==> src/verilog/fdm_pkg.sv <==
// package: constants and types for the flash data memory controller
package fdm_pkg;
	localparam int ADDR_W = 6;
	localparam int DATA_W = 8;
	localparam int MEM_BYTES = 64;
	localparam int ROW_BYTES = 8;
	localparam int ROW_HI = 5;
	localparam int ROW_LO = 3;
	localparam int ROW_W = 3;
	localparam int COL_W = 3;
	// bit positions of the control register
	localparam int BIT_RD = 0;
	localparam int BIT_WR = 1;
	localparam int BIT_ARRAY_WRITE_ENABLE_BIT = 2;
	localparam int BIT_FREE = 4;
	localparam int BIT_W = 3;
	localparam int CTRL_W = 5;
	// special function register selectors
	localparam logic [1:0] SEL_ADDR = 2'h0;
	localparam logic [1:0] SEL_DATA = 2'h1;
	localparam logic [1:0] SEL_CTRL = 2'h2;
	// core instruction kinds on the register port
	localparam logic [1:0] OP_NONE = 2'h0;
	localparam logic [1:0] OP_WRITE = 2'h1;
	localparam logic [1:0] OP_BITSET = 2'h2;
	localparam logic [1:0] OP_READ = 2'h3;
	localparam logic [7:0] ERASED_BYTE = 8'hff;
	localparam logic [7:0] ZERO_BYTE = 8'h00;
	// busy length of an array operation, in clocks
	localparam int ERASE_CYCLES = 4;
	localparam int WRITE_CYCLES = 2;
	localparam int READ_CYCLES = 1;
	localparam int CNT_W = 3;
	typedef enum logic [1:0] {
		ST_IDLE = 2'b00,
		ST_BUSY = 2'b01,
		ST_DONE = 2'b11
	} fdm_state_t;
endpackage

==> src/verilog/fdm_if.sv <==
// interface: core instruction port of the flash data controller
interface fdm_if;
	logic [1:0] op;
	logic [1:0] sel;
	logic [fdm_pkg::BIT_W-1:0] bitNum;
	logic [7:0] wrData;
	logic [7:0] rdData;
	logic stall;
	modport ctrl (input op, input sel, input bitNum, input wrData, output rdData, output stall);
	modport core (output op, output sel, output bitNum, output wrData, input rdData, input stall);
endinterface

==> src/verilog/fdm_array.sv <==
// module: 64-byte flash array with row erase and byte program
module fdm_array (
	// clock and reset
	input wire logic clk_sys,
	input wire logic rst_n,
	// array commands
	input wire logic readEn,
	input wire logic eraseEn,
	input wire logic progEn,
	input wire logic [fdm_pkg::ADDR_W-1:0] addr,
	input wire logic [7:0] progData,
	// read data
	output logic [7:0] rdData
);
	logic [7:0] mem [fdm_pkg::MEM_BYTES];
	logic [7:0] next_rdData;

	always_comb begin
		next_rdData = rdData;
		if (readEn) begin
			next_rdData = mem[addr];
		end
	end

	always_ff @(posedge clk_sys) begin
		if (!rst_n) begin
			rdData <= fdm_pkg::ZERO_BYTE;
		end else begin
			rdData <= next_rdData;
		end
	end

	// contents survive reset, as flash does
	always_ff @(posedge clk_sys) begin
		for (int i = 0; i < fdm_pkg::MEM_BYTES; i++) begin
			if (eraseEn && (i / fdm_pkg::ROW_BYTES) == int'(addr[fdm_pkg::ROW_HI:fdm_pkg::ROW_LO])) begin
				mem[i] <= fdm_pkg::ERASED_BYTE;
			end
		end
		if (progEn) begin
			mem[addr] <= mem[addr] & progData;
		end
	end
endmodule

==> src/verilog/fdm_ctrl.sv <==
// module: flash data memory controller, device end
module fdm_ctrl (
	// clock and reset
	input wire logic clk_sys,
	input wire logic rst_n,
	// core port
	fdm_if.ctrl bus
);
	logic [fdm_pkg::ADDR_W-1:0] addrReg;
	logic [7:0] dataReg;
	logic rdBit, wrBit, wrenBit, freeBit;
	logic wrenAge, freeAge;
	logic [fdm_pkg::CNT_W-1:0] cnt;
	logic isRead, isErase;
	fdm_pkg::fdm_state_t state;
	logic [7:0] rdData;
	logic stall;
	logic [fdm_pkg::ADDR_W-1:0] next_addrReg;
	logic [7:0] next_dataReg;
	logic next_rdBit, next_wrBit, next_wrenBit, next_freeBit;
	logic next_wrenAge, next_freeAge;
	logic [fdm_pkg::CNT_W-1:0] next_cnt;
	logic next_isRead, next_isErase;
	fdm_pkg::fdm_state_t next_state;
	logic [7:0] next_rdData;
	logic next_stall;
	logic arrRead, arrErase, arrProg, loadRead;
	logic [7:0] arrData;

	function automatic logic isSet(input logic [1:0] op, input logic [1:0] sel,
			input logic [fdm_pkg::BIT_W-1:0] b, input int pos);
		isSet = (op == fdm_pkg::OP_BITSET) && (sel == fdm_pkg::SEL_CTRL) && (int'(b) == pos);
	endfunction

	function automatic logic [7:0] ctrlView(input logic rd, input logic wr,
			input logic we, input logic fr);
		logic [7:0] v;
		v = fdm_pkg::ZERO_BYTE;
		v[fdm_pkg::BIT_RD] = rd;
		v[fdm_pkg::BIT_WR] = wr;
		v[fdm_pkg::BIT_ARRAY_WRITE_ENABLE_BIT] = we;
		v[fdm_pkg::BIT_FREE] = fr;
		ctrlView = v;
	endfunction

	fdm_array u_array (
		.clk_sys(clk_sys),
		.rst_n(rst_n),
		.readEn(arrRead),
		.eraseEn(arrErase),
		.progEn(arrProg),
		.addr(addrReg),
		.progData(dataReg),
		.rdData(arrData)
	);

	always_comb begin
		next_addrReg = addrReg;
		next_dataReg = dataReg;
		next_rdBit = rdBit;
		next_wrBit = wrBit;
		next_wrenBit = wrenBit;
		next_freeBit = freeBit;
		next_wrenAge = 1'b0;
		next_freeAge = 1'b0;
		next_cnt = cnt;
		next_isRead = isRead;
		next_isErase = isErase;
		next_state = state;
		next_rdData = rdData;
		next_stall = stall;
		arrRead = 1'b0;
		arrErase = 1'b0;
		arrProg = 1'b0;
		loadRead = 1'b0;
		case (state)
			fdm_pkg::ST_IDLE: begin
				// drops come before sets, so a fresh set wins
				// erase select needs enable on the very next instruction
				if (freeBit && freeAge && !isSet(bus.op, bus.sel, bus.bitNum, fdm_pkg::BIT_ARRAY_WRITE_ENABLE_BIT)) begin
					next_freeBit = 1'b0;
				end
				// enable needs trigger on the very next instruction
				if (wrenBit && wrenAge && !isSet(bus.op, bus.sel, bus.bitNum, fdm_pkg::BIT_WR)) begin
					next_wrenBit = 1'b0;
					// an abandoned unlock must not leave erase armed
					next_freeBit = 1'b0;
				end
				// array is never mapped; only these selectors reach it
				if (bus.op == fdm_pkg::OP_WRITE) begin
					case (bus.sel)
						fdm_pkg::SEL_ADDR: next_addrReg = bus.wrData[fdm_pkg::ADDR_W-1:0];
						fdm_pkg::SEL_DATA: next_dataReg = bus.wrData;
						// erase select taken from a plain write as well as a bit set, enable bits are not
						fdm_pkg::SEL_CTRL: begin
							next_freeBit = bus.wrData[fdm_pkg::BIT_FREE];
							next_freeAge = bus.wrData[fdm_pkg::BIT_FREE];
						end
						default: next_addrReg = addrReg;
					endcase
				end
				if (isSet(bus.op, bus.sel, bus.bitNum, fdm_pkg::BIT_FREE)) begin
					next_freeBit = 1'b1;
					next_freeAge = 1'b1;
				end
				if (isSet(bus.op, bus.sel, bus.bitNum, fdm_pkg::BIT_ARRAY_WRITE_ENABLE_BIT)) begin
					next_wrenBit = 1'b1;
					next_wrenAge = 1'b1;
				end
				if (isSet(bus.op, bus.sel, bus.bitNum, fdm_pkg::BIT_RD)) begin
					// read only by a single-bit set; array is read now, data reaches the data register in ST_DONE
					next_rdBit = 1'b1;
					next_isRead = 1'b1;
					next_cnt = fdm_pkg::CNT_W'(fdm_pkg::READ_CYCLES);
					next_state = fdm_pkg::ST_BUSY;
					next_stall = 1'b1;
					arrRead = 1'b1;
				end else if (isSet(bus.op, bus.sel, bus.bitNum, fdm_pkg::BIT_WR)
						&& wrenBit && wrenAge) begin
					// erase when select still armed, else byte write
					next_wrBit = 1'b1;
					next_isRead = 1'b0;
					next_isErase = freeBit;
					next_cnt = freeBit ? fdm_pkg::CNT_W'(fdm_pkg::ERASE_CYCLES)
						: fdm_pkg::CNT_W'(fdm_pkg::WRITE_CYCLES);
					next_state = fdm_pkg::ST_BUSY;
					next_stall = 1'b1;
				end
			end
			fdm_pkg::ST_BUSY: begin
				// core is held; op, bit and data are ignored here, sel still picks the read data unless a read is loading
				if (isRead) begin
					loadRead = 1'b1;
					next_rdData = arrData;
				end
				next_cnt = cnt - 1'b1;
				if (cnt == fdm_pkg::CNT_W'(1)) begin
					if (!isRead) begin
						arrErase = isErase;
						arrProg = !isErase;
					end
					next_state = fdm_pkg::ST_DONE;
				end
			end
			fdm_pkg::ST_DONE: begin
				// clear triggers and enables, release the core
				next_rdBit = 1'b0;
				next_wrBit = 1'b0;
				next_wrenBit = 1'b0;
				next_freeBit = 1'b0;
				if (isRead) begin
					next_dataReg = rdData;
				end
				next_stall = 1'b0;
				next_state = fdm_pkg::ST_IDLE;
			end
			default: next_state = fdm_pkg::ST_IDLE;
		endcase
		// read data path of the register port
		if (!loadRead) begin
			case (bus.sel)
				fdm_pkg::SEL_ADDR: next_rdData = {{(8 - fdm_pkg::ADDR_W){1'b0}}, next_addrReg};
				fdm_pkg::SEL_DATA: next_rdData = next_dataReg;
				fdm_pkg::SEL_CTRL: next_rdData = ctrlView(next_rdBit, next_wrBit,
					next_wrenBit, next_freeBit);
				default: next_rdData = fdm_pkg::ZERO_BYTE;
			endcase
		end
	end

	always_ff @(posedge clk_sys) begin
		if (!rst_n) begin
			addrReg <= '0;
			dataReg <= fdm_pkg::ZERO_BYTE;
			rdBit <= 1'b0;
			wrBit <= 1'b0;
			wrenBit <= 1'b0;
			freeBit <= 1'b0;
			wrenAge <= 1'b0;
			freeAge <= 1'b0;
			cnt <= '0;
			isRead <= 1'b0;
			isErase <= 1'b0;
			state <= fdm_pkg::ST_IDLE;
			rdData <= fdm_pkg::ZERO_BYTE;
			stall <= 1'b0;
		end else begin
			addrReg <= next_addrReg;
			dataReg <= next_dataReg;
			rdBit <= next_rdBit;
			wrBit <= next_wrBit;
			wrenBit <= next_wrenBit;
			freeBit <= next_freeBit;
			wrenAge <= next_wrenAge;
			freeAge <= next_freeAge;
			cnt <= next_cnt;
			isRead <= next_isRead;
			isErase <= next_isErase;
			state <= next_state;
			rdData <= next_rdData;
			stall <= next_stall;
		end
	end

	assign bus.rdData = rdData;
	assign bus.stall = stall;
endmodule

==> src/flat_wrapper.sv <==
// flat-port wrapper written by rule: the top's interface ports become plain ports
module fdm_ctrl_flat 
  (clk_sys, rst_n, bus_op, bus_sel, bus_bitNum, bus_wrData, bus_rdData, bus_stall);
  fdm_if bus_i ();
  input wire logic clk_sys;
  input wire logic rst_n;
  input wire logic [$bits(bus_i.op)-1:0] bus_op;
  input wire logic [$bits(bus_i.sel)-1:0] bus_sel;
  input wire logic [$bits(bus_i.bitNum)-1:0] bus_bitNum;
  input wire logic [$bits(bus_i.wrData)-1:0] bus_wrData;
  output wire logic [$bits(bus_i.rdData)-1:0] bus_rdData;
  output wire logic [$bits(bus_i.stall)-1:0] bus_stall;
  assign bus_i.op = bus_op;
  assign bus_i.sel = bus_sel;
  assign bus_i.bitNum = bus_bitNum;
  assign bus_i.wrData = bus_wrData;
  assign bus_rdData = bus_i.rdData;
  assign bus_stall = bus_i.stall;
  fdm_ctrl u_core (.clk_sys(clk_sys), .rst_n(rst_n), .bus(bus_i));
endmodule
==> config.mk <==
export PLATFORM = sky130hd
export DESIGN_NAME = fdm_ctrl_flat
export DESIGN_NICKNAME = d
export VERILOG_FILES = /design/src/verilog/fdm_pkg.sv /design/src/verilog/fdm_if.sv /design/src/verilog/fdm_array.sv /design/src/verilog/fdm_ctrl.sv /design/src/flat_wrapper.sv
export SDC_FILE = /design/constraint.sdc
export NUM_CORES = 1
export LEC_CHECK = 0
export ABC_AREA = 0
export BUFFER_PORTS_ARGS = -buffer_cell sky130_fd_sc_hd__buf_4
export CAP_MARGIN = 20
export CELL_PAD_IN_SITES_DETAIL_PLACEMENT = 1
export CELL_PAD_IN_SITES_GLOBAL_PLACEMENT = 2
export CORE_ASPECT_RATIO = 1.5
export CORE_MARGIN = 3
export CORE_UTILIZATION = 48
export CTS_CLUSTER_DIAMETER = 150
export DETAILED_ROUTE_END_ITERATION = 12
export HOLD_SLACK_MARGIN = 0.06
export PLACE_DENSITY_LB_ADDON = 0.1
export SLEW_MARGIN = 20
export SYNTH_ARGS = -nofsm -noshare
export SYNTH_HDL_FRONTEND = slang
export SYNTH_SLANG_ARGS = --single-unit
==> constraint.sdc <==
create_clock -name clk_sys -period 6.8 [get_ports clk_sys]
set_input_delay 0.34 -clock clk_sys [delete_from_list [all_inputs] [get_ports clk_sys]]
set_output_delay 0.34 -clock clk_sys [all_outputs]
set_load 0.02 [all_outputs]
==> metrics.yaml <==
outcome: "completed"
layout_setup_ws_ps: 2330
die_area_sq_mm: 0.0552
critical_path_arrival_ps: 4790
dpl_cell_area_sq_mm: 0.0259
die_width_um: 193
place_congestion: 0.954
ctsResizeCount: 0
pre_cts_slack_ps: 2340
synth_common_cells: "581 x nand2_1, 512 x edfxtp_1, 103 x nor2_1, 82 x o21ai_0, 71 x mux2i_1"
relSlewSlack_pct: 18.6
synth_edf_count: 512
holdWs_ps: 96.3
tightest_slew_ps: 1210
synth.area.top_cells: "edfxtp_1 61%, nand2_1 8.7%, dfxtp_1 3.5%, mux2i_1 2.8%, mux4_2 2.1%"
startpoint: "u_core.addrReg[0]"
die_y_um: 286
ff2ff_path_depth: 9
vias_per_cell: 6.46
cp-end-kind: "register"
hold_buffers: 7
finalCriticalPeriod_ps: 4470
wirelength_um: 90400
final_antenna_net_count: 0
dp_cells: 2677
path_class: "reg2reg"
leakagePower_nw: 9.56
core_sq_mm: 0.0517
yosysSeqAreaShare_pct: 64.7
cts_max_level: 2
netlist_instances: 2050
num_vias: 18000
hp-start: "rst_n"
finalMaxSlewViolations: 0
drv_cap: 0
routedWlPerCell_um: 32.5
ios: 26
root_buffer: "clkbuf_16"
r2r-start: "u_core.addrReg[0]"
post_cts_buffers: 0
ys_warn_count: 0
syn_to_final_growth_pct: 10.6
cp_max_fo: 46
synth_area_sq_mm: 0.0251
powerDensity_mw_per_mm2: 251
num_rows: 102
synth_top_area_cell: "edfxtp_1"
cp-start-kind: "register"
hold_viol_final: 0
clk_pin_slew_ps: 60
fin_skew_ps: 29.1
ys_types: 79
synth_fp_nets: 2072
avgSynthCellArea_sq_um: 12.3
first_pass_iters: 8
drive_gt1_share_pct: 12.5
setup_violations: 0
num-fill-cells: 5288
cts_buffer_depth: 3
synthFlopType: "edfxtp_1"
critPathRequiredTime_ps: 7120
clk_latency_ps: 620
synthMostInstantiatedCell: "nand2_1"
portBuffers: 25
drc: 0
worstHoldPathCells: 2
fin_crit_sh_pct: 65.7
grt_max_degree: 65
async_reset_ff_share_pct: 0
final_area_sq_mm: 0.0278
r2r_slack_ps: 2330
rsz0062_at_grt: "false"
start_util_pct: 48.6
holdPathEnd: "u_core.cnt[1]"
worstReg2RegEnd: "u_core.u_array.mem[13][2]"
grt_pass1_wl_um: 131000
cts_tree: "done"
track_usage_pct: 33.0
numCtsBuffers: 53
ys_ff_latch: 556
tns_ps: 0
holdCritPathClass: "in2reg"
dp_hpwl_um: 61400
peakVddDrop_uv: 228
fin_cells: 2784
totalPowerFinal_mw: 6.96
final_nets: 2085
utilization_pct: 53.8
grt.overflow.total: 0
fmax_mhz: 224
drt_iter0_markers: 1774
cts.sinks: 556
netlist.area_leader.share_pct: 61.2
grt_antenna_before_repair: 1
grt_pass1_vias: 19000
## report_power, final
group / total (mW) / switching [mW] / internal (mW)
logic: 0.191 / 0.131 / 0.0598
clock network: 3.07 / 1.32 / 1.76
registers: 3.70 / 0.0161 / 3.68
total: 6.96 / 1.46 / 5.50
## worst max-delay path by stage
stage	end	slack [ps]
final	u_core.u_array.mem[13][2]	2330
after global routing	u_core.u_array.mem[34][7]	2140
after CTS	u_core.u_array.mem[34][7]	2330
after detailed placement	u_core.u_array.mem[34][7]	2340
after global placement	u_core.u_array.mem[36][7]	2460
after floorplan	u_core.u_array.mem[36][0]	3940
## placed cells by master, fill, tap and decap left out, types with 7 or more instances in the layout
cell / synthesis / layout
nand2_1: 581 / 581
edfxtp_1: 512 / 512
buf_4: 7 / 103
nor2_1: 103 / 101
mux2i_1: 71 / 71
clkbuf_16: 0 / 55
a22oi_1: 52 / 52
o21ai_0: 82 / 48
dfxtp_1: 44 / 41
a21oi_1: 37 / 37
o21ai_1: 2 / 36
a221oi_1: 33 / 33
o22ai_1: 26 / 26
mux2_2: 25 / 25
mux4_2: 23 / 23
inv_1: 18 / 18
a22o_1: 17 / 17
nor3_1: 17 / 16
clkinv_1: 1 / 15
o2bb2ai_1: 13 / 13
a32oi_1: 13 / 13
a221o_1: 13 / 13
and2_1: 11 / 11
nand2b_1: 10 / 10
nand3b_1: 10 / 10
o221ai_1: 10 / 10
a222oi_1: 10 / 10
clkinv_2: 0 / 9
o31ai_1: 8 / 8
a211oi_1: 8 / 8
nand3_1: 8 / 8
a31oi_1: 8 / 8
clkbuf_1: 63 / 8
nor2b_1: 10 / 7
a211o_1: 7 / 7
nor4_1: 7 / 7
bufinv_16: 0 / 7
dlygate4sd3_1: 0 / 7
## registers in the layout (all words and copies together), names as in the netlist
register               count
u_core.freeAge             1
u_core.dataReg             8
u_core.addrReg             6
u_core.u_array.rdData      8
u_core.rdBit               1
u_core.wrenAge             1
u_core.cnt                 3
u_core.u_array.mem       512
u_core.isErase             1
u_core.bus.stall           1
u_core.isRead              1
u_core.bus.rdData          8
u_core.state               2
u_core.freeBit             1
u_core.wrenBit             1
u_core.wrBit               1
## routing by layer
layer  GRT usage [%]  part of all wire (%)
met3            5.85                   7.4
met2            55.8                    50
met5               0                     0
met4            20.6                   7.7
met1            38.9                    35
## worst max-delay path, stage by stage, from the launching register on
cell and delay (ps):
dfxtp_4 810, buf_4 550, nor2_2 240, buf_4 310
a221o_1 330, a2bb2oi_1 420, o22ai_1 250, o41ai_4 400
buf_4 640, nand2_1 140
## cells by family (layout without fill, tap and decap cells)
family | after synthesis | after routing | synth area share, %
muxes | 120 | 120 | 6.05
and+or+nand+nor | 807 | 807 | 13.5
AOI/OAI and AO/OA | 389 | 389 | 11.8
DFF | 556 | 556 | 64.7
adders and majority gates | 5 | 5 | 0.249
buffers and inverters | 173 | 229 | 3.74
other | 0 | 2 | 0
## area by class of cell
type                            count  area [sq um]  share of cell area [%]
Sequential cell                   556         16300                    58.5
Multi-Input combinational cell   1321          7970                    28.7
Clock buffer                       65          1430                    5.16
Timing Repair Buffer              111           863                    3.11
Tap cell                          676           846                    3.04
Clock inverter                     33           332                    1.19
Inverter                           20          75.1                   0.270
Antenna cell                        2          5.00                  0.0180
Power figures use the tool's default switching activity.
